<file path="src/include/srs_pkg.sv">
// constants, register map and types of the low-power sequencer and reset cause block
package srs_pkg;
  localparam int SRS_AW = 12;
  localparam int SRS_DW = 32;

  // register byte offsets
  localparam logic [11:0] SRS_RSR_OFF = 12'h000;
  localparam logic [11:0] SRS_BFC_OFF = 12'h004;
  localparam logic [11:0] SRS_CFG_OFF = 12'h008;
  localparam logic [11:0] SRS_BSR_OFF = 12'h00c;
  localparam logic [11:0] SRS_MODE_OFF = 12'h010;

  // reset cause status fields
  localparam int SRS_RSR_POR_BIT = 7;
  localparam int SRS_RSR_PIN_BIT = 6;
  localparam int SRS_RSR_WDOG_BIT = 5;
  localparam int SRS_RSR_ILOPC_BIT = 4;
  localparam int SRS_RSR_ILADR_BIT = 3;
  localparam int SRS_RSR_MON_BIT = 2;
  localparam int SRS_RSR_LV_BIT = 1;
  localparam logic [7:0] SRS_RSR_RESET = 8'h80;

  // break flag control, config and break status fields
  localparam int SRS_BFC_CLR_EN_BIT = 7;
  localparam logic [7:0] SRS_BFC_RESET = 8'h00;
  localparam int SRS_CFG_WDOG_DIS_BIT = 0;
  localparam int SRS_CFG_SHORT_REC_BIT = 1;
  localparam int SRS_CFG_OSC_STOP_BIT = 2;
  localparam logic [2:0] SRS_CFG_RESET = 3'h0;
  localparam int SRS_BSR_STOP_WAIT_BIT = 1;

  // stop recovery lengths in pclk cycles
  localparam int SRS_CNT_W = 13;
  localparam logic [12:0] SRS_REC_LONG = 13'h1000;
  localparam logic [12:0] SRS_REC_SHORT = 13'h0020;

  typedef enum logic [1:0] {
    SRS_RUN = 2'b00,
    SRS_WAIT = 2'b01,
    SRS_STOP = 2'b11,
    SRS_RECOV = 2'b10
  } srs_state_t;
endpackage

</file>
<file path="src/core/srs_core.sv">
// low-power mode sequencer, reset cause status and break flag protection with apb slave
//
// The register addresses and the APB register port were chosen for this implementation.
`timescale 1ns/1ps
module srs_core (
  // clock and reset
  input wire logic pclk,
  input wire logic presetn,
  // apb slave
  input wire logic psel,
  input wire logic penable,
  input wire logic pwrite,
  input wire logic [srs_pkg::SRS_AW-1:0] paddr,
  input wire logic [srs_pkg::SRS_DW-1:0] pwdata,
  output logic [srs_pkg::SRS_DW-1:0] prdata,
  output logic pready,
  output logic pslverr,
  // cpu side
  input wire logic wait_exec,
  input wire logic stop_exec,
  input wire logic module_irq,
  output logic imask_clear,
  output logic irq_stack_start,
  // break module side
  input wire logic break_active,
  input wire logic break_irq,
  // reset sources, one-cycle pulses; the last two are level qualifiers of the monitor entry flag
  input wire logic pin_reset_event,
  input wire logic watchdog_reset_event,
  input wire logic illegal_opcode_event,
  input wire logic illegal_address_event,
  input wire logic monitor_entry_event,
  input wire logic low_voltage_event,
  input wire logic reset_vector_erased,
  input wire logic irq_at_test_voltage,
  // clock gating and peripheral controls
  output logic cpu_clock_en,
  output logic bus_clock_x2_en,
  output logic bus_clock_x4_en,
  output logic watchdog_enable,
  output logic flag_clear_allowed
);
  import srs_pkg::*;

  srs_state_t state_reg;
  srs_state_t state_next;
  logic [7:0] rsr_reg;
  logic [7:0] rsr_snap_reg;
  logic [7:0] rsr_set;
  logic [7:0] rsr_clr;
  logic [7:0] bfc_reg;
  logic [2:0] cfg_reg;
  logic break_stop_wait_flag;
  logic stack_pend_reg;
  logic [SRS_CNT_W-1:0] rec_cnt_reg;
  logic rec_done_reg;
  logic [SRS_CNT_W-1:0] rec_limit;
  logic [SRS_DW-1:0] rd_next;
  logic prdata_valid;
  logic [SRS_DW-1:0] prdata_reg;
  logic pready_reg;
  logic pslverr_reg;
  logic setup_ph;
  logic access_ph;
  logic mapped;
  logic hit_rsr;
  logic hit_bfc;
  logic hit_cfg;
  logic hit_bsr;
  logic hit_mode;
  logic wr_acc;
  logic rd_acc;
  logic clear_ok;
  logic any_reset;
  logic wake_irq;
  logic wake_any;
  logic break_flag_clear_enable;
  logic watchdog_disable;
  logic short_stop_recovery;
  logic osc_run_in_stop;
  logic imask_clear_reg;
  logic irq_stack_start_reg;
  logic cpu_clock_en_reg;
  logic x2_en_reg;
  logic x4_en_reg;
  logic watchdog_enable_reg;
  logic flag_clear_allowed_reg;

  assign break_flag_clear_enable = bfc_reg[SRS_BFC_CLR_EN_BIT];
  assign watchdog_disable = cfg_reg[SRS_CFG_WDOG_DIS_BIT];
  assign short_stop_recovery = cfg_reg[SRS_CFG_SHORT_REC_BIT];
  assign osc_run_in_stop = cfg_reg[SRS_CFG_OSC_STOP_BIT];

  // status clears are refused while break is active unless enabled
  assign clear_ok = ~break_active | break_flag_clear_enable;

  // apb phases and address decode
  assign setup_ph = psel & ~penable;
  assign access_ph = psel & penable & pready_reg;
  assign hit_rsr = (paddr == SRS_RSR_OFF);
  assign hit_bfc = (paddr == SRS_BFC_OFF);
  assign hit_cfg = (paddr == SRS_CFG_OFF);
  assign hit_bsr = (paddr == SRS_BSR_OFF);
  assign hit_mode = (paddr == SRS_MODE_OFF);
  assign mapped = hit_rsr | hit_bfc | hit_cfg | hit_bsr | hit_mode;
  assign wr_acc = access_ph & pwrite & mapped;
  assign rd_acc = access_ph & ~pwrite & mapped;

  // no wait states: ready is raised in the first access cycle
  always_ff @(posedge pclk or negedge presetn) begin
    if (!presetn) begin
      pready_reg <= 1'b0;
    end else begin
      pready_reg <= setup_ph;
    end
  end

  always_ff @(posedge pclk or negedge presetn) begin
    if (!presetn) begin
      pslverr_reg <= 1'b0;
    end else begin
      pslverr_reg <= setup_ph & ~mapped;
    end
  end

  always_comb begin
    rd_next = '0;
    if (hit_rsr) begin
      rd_next[7:0] = rsr_reg;
    end else if (hit_bfc) begin
      rd_next[7:0] = bfc_reg;
    end else if (hit_cfg) begin
      rd_next[2:0] = cfg_reg;
    end else if (hit_bsr) begin
      rd_next[SRS_BSR_STOP_WAIT_BIT] = break_stop_wait_flag;
    end else if (hit_mode) begin
      rd_next[1:0] = state_reg;
      rd_next[2] = rec_done_reg;
      rd_next[3] = stack_pend_reg;
    end
  end

  // read data is taken in the setup cycle, so it holds the pre-clear flags
  assign prdata_valid = setup_ph & ~pwrite;

  always_ff @(posedge pclk or negedge presetn) begin
    if (!presetn) begin
      prdata_reg <= '0;
    end else if (prdata_valid) begin
      prdata_reg <= rd_next;
    end
  end

  always_ff @(posedge pclk or negedge presetn) begin
    if (!presetn) begin
      rsr_snap_reg <= 8'h00;
    end else if (prdata_valid && hit_rsr) begin
      rsr_snap_reg <= rsr_reg;
    end
  end

  // reset cause collection
  always_comb begin
    rsr_set = 8'h00;
    rsr_set[SRS_RSR_PIN_BIT] = pin_reset_event;
    rsr_set[SRS_RSR_WDOG_BIT] = watchdog_reset_event;
    rsr_set[SRS_RSR_ILOPC_BIT] = illegal_opcode_event;
    rsr_set[SRS_RSR_ILADR_BIT] = illegal_address_event;
    rsr_set[SRS_RSR_MON_BIT] = monitor_entry_event & reset_vector_erased & ~irq_at_test_voltage;
    rsr_set[SRS_RSR_LV_BIT] = low_voltage_event;
  end

  assign any_reset = |rsr_set;

  // only the bits software actually saw are cleared, at the end of the read
  always_comb begin
    rsr_clr = 8'h00;
    if (rd_acc && hit_rsr && clear_ok) begin
      rsr_clr = rsr_snap_reg;
    end
  end

  // power-on reset is presetn itself: only the power-on flag comes up set
  always_ff @(posedge pclk or negedge presetn) begin
    if (!presetn) begin
      rsr_reg <= SRS_RSR_RESET;
    end else begin
      rsr_reg <= (rsr_reg & ~rsr_clr) | rsr_set;
    end
  end

  // software registers
  always_ff @(posedge pclk or negedge presetn) begin
    if (!presetn) begin
      bfc_reg <= SRS_BFC_RESET;
    end else if (wr_acc && hit_bfc) begin
      bfc_reg <= {pwdata[SRS_BFC_CLR_EN_BIT], 7'h00};
    end
  end

  always_ff @(posedge pclk or negedge presetn) begin
    if (!presetn) begin
      cfg_reg <= SRS_CFG_RESET;
    end else if (wr_acc && hit_cfg) begin
      cfg_reg <= pwdata[2:0];
    end
  end

  // break stop/wait flag: write one to clear, protected in break, set wins
  always_ff @(posedge pclk or negedge presetn) begin
    if (!presetn) begin
      break_stop_wait_flag <= 1'b0;
    end else if (break_irq && (state_reg == SRS_WAIT || state_reg == SRS_STOP)) begin
      break_stop_wait_flag <= 1'b1;
    end else if (wr_acc && hit_bsr && pwdata[SRS_BSR_STOP_WAIT_BIT] && clear_ok) begin
      // a cleared flag is never restored when break ends
      break_stop_wait_flag <= 1'b0;
    end
  end

  // peripherals gate every clear step with this, so a two-step clear whose
  // first step came before break cannot finish in break while break_flag_clear_enable is clear
  always_ff @(posedge pclk or negedge presetn) begin
    if (!presetn) begin
      flag_clear_allowed_reg <= 1'b1;
    end else begin
      flag_clear_allowed_reg <= clear_ok;
    end
  end

  // mode sequencing
  assign wake_irq = module_irq | break_irq;
  assign wake_any = wake_irq | any_reset;

  always_comb begin
    state_next = state_reg;
    case (state_reg)
      SRS_RUN: begin
        if (stop_exec) begin
          state_next = SRS_STOP;
        end else if (wait_exec) begin
          state_next = SRS_WAIT;
        end
      end
      SRS_WAIT: begin
        if (wake_any) begin
          state_next = SRS_RUN;
        end
      end
      SRS_STOP: begin
        if (wake_any) begin
          state_next = SRS_RECOV;
        end
      end
      SRS_RECOV: begin
        if (rec_done_reg) begin
          state_next = SRS_RUN;
        end
      end
      default: begin
        state_next = SRS_RUN;
      end
    endcase
  end

  always_ff @(posedge pclk or negedge presetn) begin
    if (!presetn) begin
      state_reg <= SRS_RUN;
    end else begin
      state_reg <= state_next;
    end
  end

  always_ff @(posedge pclk or negedge presetn) begin
    if (!presetn) begin
      imask_clear_reg <= 1'b0;
    end else begin
      imask_clear_reg <= (state_reg == SRS_RUN) & (wait_exec | stop_exec);
    end
  end

  // remembers that stop was left by an interrupt or break, not by a reset
  always_ff @(posedge pclk or negedge presetn) begin
    if (!presetn) begin
      stack_pend_reg <= 1'b0;
    end else if (state_reg == SRS_STOP && wake_any) begin
      stack_pend_reg <= wake_irq & ~any_reset;
    end else if (state_reg == SRS_RUN) begin
      stack_pend_reg <= 1'b0;
    end
  end

  // stacking pulse: one cycle after the waking edge in wait, after the
  // full recovery count in stop
  always_ff @(posedge pclk or negedge presetn) begin
    if (!presetn) begin
      irq_stack_start_reg <= 1'b0;
    end else if (state_reg == SRS_WAIT) begin
      irq_stack_start_reg <= wake_irq & ~any_reset;
    end else if (state_reg == SRS_RECOV) begin
      irq_stack_start_reg <= rec_done_reg & stack_pend_reg;
    end else begin
      irq_stack_start_reg <= 1'b0;
    end
  end

  // clock gates follow the next state so they change with the mode
  always_ff @(posedge pclk or negedge presetn) begin
    if (!presetn) begin
      cpu_clock_en_reg <= 1'b1;
    end else begin
      cpu_clock_en_reg <= (state_next == SRS_RUN);
    end
  end

  always_ff @(posedge pclk or negedge presetn) begin
    if (!presetn) begin
      x4_en_reg <= 1'b1;
    end else begin
      x4_en_reg <= (state_next == SRS_RUN) | (state_next == SRS_WAIT);
    end
  end

  always_ff @(posedge pclk or negedge presetn) begin
    if (!presetn) begin
      x2_en_reg <= 1'b1;
    end else if (state_next == SRS_STOP || state_next == SRS_RECOV) begin
      x2_en_reg <= osc_run_in_stop;
    end else begin
      x2_en_reg <= 1'b1;
    end
  end

  // watchdog keeps running through wait; it has no clock in stop
  always_ff @(posedge pclk or negedge presetn) begin
    if (!presetn) begin
      watchdog_enable_reg <= 1'b1;
    end else begin
      watchdog_enable_reg <= ~watchdog_disable & (state_next != SRS_STOP) & (state_next != SRS_RECOV);
    end
  end

  // stop recovery counter on the falling edge; the half-cycle paths from and to the rising
  // edge logic are the timing cost of this choice
  assign rec_limit = short_stop_recovery ? SRS_REC_SHORT : SRS_REC_LONG;

  always_ff @(negedge pclk or negedge presetn) begin
    if (!presetn) begin
      rec_cnt_reg <= '0;
      rec_done_reg <= 1'b0;
    end else if (state_reg != SRS_RECOV) begin
      rec_cnt_reg <= '0;
      rec_done_reg <= 1'b0;
    end else if (!rec_done_reg) begin
      if (rec_cnt_reg == rec_limit - 13'h0001) begin
        rec_done_reg <= 1'b1;
      end else begin
        rec_cnt_reg <= rec_cnt_reg + 13'h0001;
      end
    end
  end

  assign prdata = prdata_reg;
  assign pready = pready_reg;
  assign pslverr = pslverr_reg;
  assign imask_clear = imask_clear_reg;
  assign irq_stack_start = irq_stack_start_reg;
  assign cpu_clock_en = cpu_clock_en_reg;
  assign bus_clock_x2_en = x2_en_reg;
  assign bus_clock_x4_en = x4_en_reg;
  assign watchdog_enable = watchdog_enable_reg;
  assign flag_clear_allowed = flag_clear_allowed_reg;
endmodule

</file>
<file path="config.mk">
export PLATFORM = sky130hd
export DESIGN_NAME = srs_core
export DESIGN_NICKNAME = d
export VERILOG_FILES = /design/src/include/srs_pkg.sv /design/src/core/srs_core.sv
export SDC_FILE = /design/constraint.sdc
export NUM_CORES = 1
export LEC_CHECK = 0
export BUFFER_PORTS_ARGS = -buffer_cell sky130_fd_sc_hd__buf_2
export CAP_MARGIN = 10
export CORE_MARGIN = 5
export CORE_UTILIZATION = 50
export DETAILED_ROUTE_END_ITERATION = 10
export HOLD_SLACK_MARGIN = 0.02
export PLACE_DENSITY_LB_ADDON = 0.15
export SLEW_MARGIN = 20
export SYNTH_ARGS = -nofsm -noshare
export SYNTH_HDL_FRONTEND = slang
export SYNTH_SLANG_ARGS = --single-unit
export TNS_END_PERCENT = 5
</file>
<file path="constraint.sdc">
create_clock -name pclk -period 2.03 [get_ports pclk]
set_input_delay 0.203 -clock pclk [delete_from_list [all_inputs] [get_ports pclk]]
set_output_delay 0.203 -clock pclk [all_outputs]
set_load 0.1 [all_outputs]
</file>
### Word level (Yosys, flattened, before mapping)

Index checks and enable logic that the tools add are counted.

* flip-flop bits (word level): 55
* bits of input ports: 62
* output and inout bits: 41
* word-level logic and storage cells: 121

* multiplexer cells: 30
* reduce and logical (&&, ||, !) cells: 19
* bitwise gates (word level): 35
* $add $sub $neg: 2
* equal/unequal tests: 16

Operators by type and width (count)
* 13-bit two-way mux: 4
* 12-bit by 4-bit == test with 1-bit output (second input constant): 2
* 1-bit bitwise AND: 16
* 8-bit two-way mux: 2
* 13-bit by 1-bit adder with 13-bit output (second input constant): 1
* 13-bit == test: 1
* 1-bit two-way mux: 13
* 13-bit by 1-bit subtractor with 13-bit output (second input constant): 1
* 12-bit by 3-bit == test with 1-bit output (second input constant): 1
* 12-bit by 5-bit == test with 1-bit output (second input constant): 1
* 12-bit logical NOT: 1
* 2-bit two-way mux: 6
* 4-bit two-way mux: 3
* 1-bit logical AND: 10
* 1-bit OR: 9
* 8-bit bitwise AND: 1
* 2-bit == test (second input constant): 4
* 2-bit != test (second input constant): 4
* 8-bit inverter: 1
* 8-bit by 7-bit OR with 8-bit output: 1
* 2-bit case mux with 4 select lines: 1
* 1-bit inverter: 7
* 6-bit OR reduction: 1
* 2-bit by 1-bit == test with 1-bit output (second input constant): 2
* other kinds (6): 9

### Depth between registers and ports, before layout

Gate-level depths: netlist of the first run.

* depth after elaboration: 12
* mapped depth: 7
* gate-level depth less buffers: 6

==> run_results.csv, run 1 <==
group,metric,value,unit
critical_path,path_common_cell,"or3_4",
cts,cts_max_level,2,
cts,path_clk_slew,0.10,ns
cts,cts_sinks,55,
status,violations,"negative setup slack",
logic_synthesis,yosysTopAreaCell,"dfrtp_1",
layout,area.growth.synth_to_final,22.2,%
die,boundaryPins,103,
sta,drv_slew,0,
sta,whs,0.0701,ns
die,rows,27,
critical_path,crit_type,"reg2reg",
logic_synthesis,netlist_area,2840,µm²
logic_synthesis,yosysTopAreaCellShare,30.8,%
critical_path,crit_slowest_cell,"dfrtp_1",
layout,finalInstanceArea,3470,µm²
logic_synthesis,synth_cells,270,
power,peakVddDrop,0.404,mV
layout,seq_area,1380,µm²
route,drc,0,
layout,num_antenna_cells,0,
cts,clock_path_buffers,2,
cts,cts_buffers,5,
placement,gp_congestion,0.813,
logic_synthesis,synthTopCellsByArea,"dfrtp_1, dfrtn_1, buf_4, dfstp_2, mux2_2",
critical_path,arrival,1.65,ns
critical_path,max_stage_delay,0.40,ns
route,firstDrtPassIters,4,
sta,fin_ws,-0.480,ns
logic_synthesis,synth_seq_cells,55,
logic_synthesis,synth-main-ff-cell,"dfrtp_1",
layout,multi_input_area,1340,µm²
die,die-area,7290,µm²
critical_path,crit_chain,"nand2b_4, or3_4, a21oi_4, buf_6, or3_4, a21oi_2",
die,die_x,85.4,µm
sta,tightest_slew,0.637,ns
logic_synthesis,async_flop_share,100,%
hold_path,hp-class,"in2reg",
logic_synthesis,avgSynthCellArea,10.5,µm²
critical_path,worstSetupEndpointType,"flip-flop",
cts,cts_root_buf,"clkbuf_8",
global_route,antenna_found_initial,0,
critical_path,critPathLaunchType,"flip-flop",
power,p_total,2.71,mW
critical_path,r2r-start,"state_reg[0]",
placement,detailed_place_hpwl,4800,µm
logic_synthesis,yosysMostFrequentCell,"dfrtp_1",
critical_path,cp_top_family,"simple AND/OR/NAND/NOR gates",
cts,cts_tree,"built",
critical_path,cp_num_buf_inv,1,
power,power.density,780,nW/µm²
hold_path,hold_start,"break_active",
sta,max_slew_margin,57.1,%
die,die_h,85.4,µm
route,vias,2278,
logic_synthesis,synth_cell_types,60,
global_route,grt_pass1_vias,2223,
die,initial_utilization,51.6,%
layout,layout-drive-gt1-share,39.0,%
layout,nNetsFinal,411,
global_route,grt_max_degree,24,
logic_synthesis,synth_edf_count,0,
placement,port_buffers,50,
sta,hold_viol_final,0,
sta,finalSetupViolations,14,
critical_path,cp.required,1.17,ns
sta,grt_setup_unrepaired,"true",
layout,largest_reg_flops,13,
global_route,groute.usage.overall,18.2,%
global_route,grt_first_pass_wirelength,10600,µm
route,wl_per_cell,15.3,µm
flow_run,cap_violations,0,
global_route,overflow,0,
layout,n_fill_cell,462,
power,leakagePower,1.63,nW
logic_synthesis,synth_top_cells_by_count,"dfrtp_1, buf_4, nand2_1",
route,ant_nets,0,
cts,insertion_delay,0.30,ns
die,core_area,5510,µm²
critical_path,crit_path_start,"state_reg[0]",
sta,clock-skew-final,0.00675,ns
critical_path,worst-path-max-fanout,8,
route,viasPerCell,5.41,
logic_synthesis,ys_seq_area_share,48.7,%
logic_synthesis,yosys_warnings,0,
placement,dpl_cell_area,3260,µm²
route,drt_iter0_markers,142,
route,routed_wl,6430,µm
status,status,"finished, violations left",
==> what timing repair did <==
item / in CTS / in global routing
setup buffers: 2 / 0
endpoints found under the setup margin: 14 / 15
hold endpoints to repair: 6 / 0
hold buffers: 1 / 0
gates cloned: 0 / 0
pin swaps: 11 / 4
resized for setup: 8 / 5
==> final timing paths <==
check | cells after the start | slack, ns | to
setup / recovery | 6 | -0.48 | rec_cnt_reg[6]
hold / removal | 2 | 0.07 | flag_clear_allowed
setup reg to reg | 6 | -0.48 | rec_cnt_reg[6]
hold reg to reg | 1 | 0.42 | rsr_reg[7]
max in group asynchronous | 2 | 0.30 | rec_cnt_reg[10]
min in group asynchronous | 2 | 0.42 | rsr_reg[2]
==> power breakdown <==
part	internal (mW)	switching, mW	total [mW]
combinational	0.191	0.413	0.604
sequential	1.17	0.0872	1.26
clock	0.493	0.354	0.847
total	1.86	0.855	2.71
==> layer usage <==
layer | part of all wire (%) | vias up | track usage [%] | wire (µm)
met2 | 46 | 76 | 27.8 | 2940
li1 | - | 1083 | - | -
met5 | 0 | - | 0 | 0
met3 | 6.9 | 4 | 3.88 | 444
met4 | 1.0 | 0 | 4.75 | 65
met1 | 46 | 1115 | 26.2 | 2980
==> cells by family (layout without fill, tap and decap cells) <==
kind of cell / Yosys count / in the layout / share of synthesized area (%)
AOI/OAI and AO/OA: 57 / 57 / 15.6
adders and majority gates: 1 / 1 / 0.440
buffers and inverters: 40 / 96 / 9.24
DFF: 55 / 55 / 48.7
muxes: 16 / 16 / 6.16
other: 1 / 24 / 0.132
and+or+nand+nor: 100 / 100 / 19.8
==> stage by stage <==
stage          setup WS (ns)  TNS [ns]  std cells  util [%]
2_1_floorplan         -0.576     -6.21        293         -
3_3_place_gp          -0.508     -5.88        410      59.3
3_5_place_dp          -0.532     -6.03        410      59.3
4_1_cts               -0.503     -6.16        421      62.6
5_1_grt               -0.532     -6.57        421      63.1
6_report              -0.480     -5.77        421      63.1
==> area by class of cell <==
type                            instances  share of cell area, %
Sequential cell                        55                   39.8
Multi-Input combinational cell        198                   38.5
Inverter                                6                  0.684
Timing Repair Buffer                   82                   14.5
Clock inverter                          2                   1.73
Tap cell                               72                   2.59
Clock buffer                            6                   2.09
==> cells in the final DEF (no fill, tap or decap), types with 3 or more instances in the layout <==
cell type,n
mux2i_1,4
nand2_1,26
or3_4,6
dfstp_2,6
inv_1,5
nand3_1,14
mux2_2,12
dfrtp_1,35
a21oi_1,6
a22o_1,3
nor3_1,7
dfrtn_1,14
o31ai_1,4
nor3_2,3
buf_4,28
nand4_1,3
conb_1,24
o41ai_1,3
buf_6,3
nor2_1,13
buf_2,50
a21oi_2,6
a21o_1,7
o21ai_0,5
o21ai_1,3
nor2b_1,4
clkbuf_8,5
nand2b_1,4
o211ai_1,3
Power figures use the tool's default switching activity.
==> run 2, diff against run 1 <==
- HOLD_SLACK_MARGIN: 0.02 -> 0.08
==> run 2 against run 1 <==
  * The run still ends with negative setup slack left
  * Core utilization is 0.91 points higher
  * Worst setup slack hardly changed
  * Die area stayed put
  * Cell area is 1.4% higher
  * Sequential share of layout area is 0.57 points lower
==> run_results.csv, run 2 (synthesis results as in run 1) <==
group,metric,value,unit
status,status,"finished, violations left",
status,violations,"negative setup slack",
critical_path,path_common_cell,"or3_4",
cts,cts_root_buf,"clkbuf_8",
critical_path,crit_chain,"nand2b_4, or3_4, a21oi_4, buf_6, or3_4, a21oi_2",
layout,layout-drive-gt1-share,38.4,%
placement,detailed_place_hpwl,4800,µm
flow_run,cap_violations,0,
critical_path,critPathLaunchType,"flip-flop",
die,initial_utilization,51.6,%
route,drt_iter0_markers,154,
placement,port_buffers,50,
global_route,antenna_found_initial,0,
route,vias,2292,
critical_path,cp_num_buf_inv,1,
die,core_area,5510,µm²
sta,max_slew_margin,56.8,%
placement,place_inst,410,
layout,finalInstanceArea,3520,µm²
cts,path_clk_slew,0.09,ns
sta,grt_setup_unrepaired,"true",
global_route,overflow,0,
global_route,grt_pass1_vias,2249,
route,met1_length,2960,µm
route,routed_wl,6480,µm
cts,cts_max_level,2,
critical_path,cp.required,1.16,ns
die,die-area,7290,µm²
critical_path,arrival,1.64,ns
cts,insertion_delay,0.30,ns
route,top_layer,"met4",
sta,fin_ws,-0.480,ns
route,viasPerCell,5.38,
critical_path,max_stage_delay,0.40,ns
die,boundaryPins,103,
layout,num_antenna_cells,0,
hold_path,hp-class,"in2reg",
critical_path,r2r-start,"state_reg[0]",
sta,clock-skew-final,0.00730,ns
power,leakagePower,1.65,nW
sta,drv_slew,0,
die,die_x,85.4,µm
layout,layout_commonest_cell,"buf_2",
route,wl_met3,442,µm
global_route,groute.usage.overall,18.4,%
layout,final_cells,426,
sta,tightest_slew,0.642,ns
cts,cts_buffers,5,
cts,cts_tree,"built",
critical_path,worst-path-max-fanout,8,
sta,hold_viol_final,0,
layout,multi_input_area,1340,µm²
layout,n_fill_cell,454,
hold_path,hold_start,"pin_reset_event",
critical_path,crit_path_start,"state_reg[0]",
layout,final_cell_mix,"buf_2, dfrtp_1, buf_4, nand2_1, conb_1",
cts,cts_sinks,55,
route,drc,0,
route,ant_nets,0,
sta,finalSetupViolations,14,
cts,clock_path_buffers,2,
layout,area.growth.synth_to_final,23.9,%
placement,gp_congestion,0.813,
die,rows,27,
route,dr_wl_met2,3010,µm
sta,whs,0.0890,ns
route,wl_per_cell,15.2,µm
critical_path,cp_top_family,"simple AND/OR/NAND/NOR gates",
critical_path,crit_type,"reg2reg",
route,firstDrtPassIters,4,
placement,dpl_cell_area,3260,µm²
global_route,grt_first_pass_wirelength,10800,µm
global_route,grt_max_degree,24,
power,power.density,770,nW/µm²
power,peakVddDrop,0.404,mV
critical_path,worstSetupEndpointType,"flip-flop",
layout,nNetsFinal,416,
layout,largest_reg_flops,13,
critical_path,crit_slowest_cell,"dfrtp_1",
layout,seq_area,1380,µm²
die,die_h,85.4,µm
run 2: what timing repair did:
action,in CTS,in global routing
setup buffers,2,0
hold buffers,6,0
pin swaps,11,4
endpoints found under the hold margin,11,0
gates resized for setup,8,5
setup endpoints to repair,14,15
run 2: final timing paths:
path / end / slack, ns / cells past startpoint
max in group asynchronous: rec_cnt_reg[6] / 0.30 / 2
min in group asynchronous: rsr_snap_reg[2] / 0.43 / 2
hold reg to reg: rsr_reg[7] / 0.42 / 1
setup reg to reg: rec_cnt_reg[6] / -0.48 / 6
hold / removal: rsr_reg[6] / 0.09 / 2
setup / recovery: rec_cnt_reg[6] / -0.48 / 6
run 2: area by class of cell:
class / instances / share of cell area [%]
sequential: 55 / 39.3
multi-input combinational: 198 / 38.0
timing repair buffer: 87 / 15.7
tap: 72 / 2.56
clock buffer: 6 / 2.06
clock inverter: 2 / 1.70
inverter: 6 / 0.675
run 2: layer usage:
| metal | GRT usage, % | up-vias |
|---|---|---|
| met5 | 0 | - |
| met4 | 4.75 | 0 |
| met3 | 3.88 | 4 |
| met2 | 28.3 | 76 |
| met1 | 26.4 | 1119 |
| li1 | - | 1093 |
run 2: power by group:
group	internal (mW)	switching (mW)	leakage, nW
Combinational	0.197	0.414	0.889
Clock	0.493	0.350	0.0654
Sequential	1.17	0.0889	0.692
Total	1.86	0.853	1.65
run 2: per-stage QoR:
stage / utilization [%] / setup slack [ns] / total power, mW / TNS [ns]
after floorplan: - / -0.576 / 1.73 / -6.21
after global placement: 59.3 / -0.508 / 1.84 / -5.88
after detailed placement: 59.3 / -0.532 / 1.85 / -6.03
after CTS: 63.5 / -0.503 / 2.71 / -6.16
after global routing: 64.0 / -0.532 / 2.83 / -6.57
final: 64.0 / -0.480 / 2.71 / -5.78
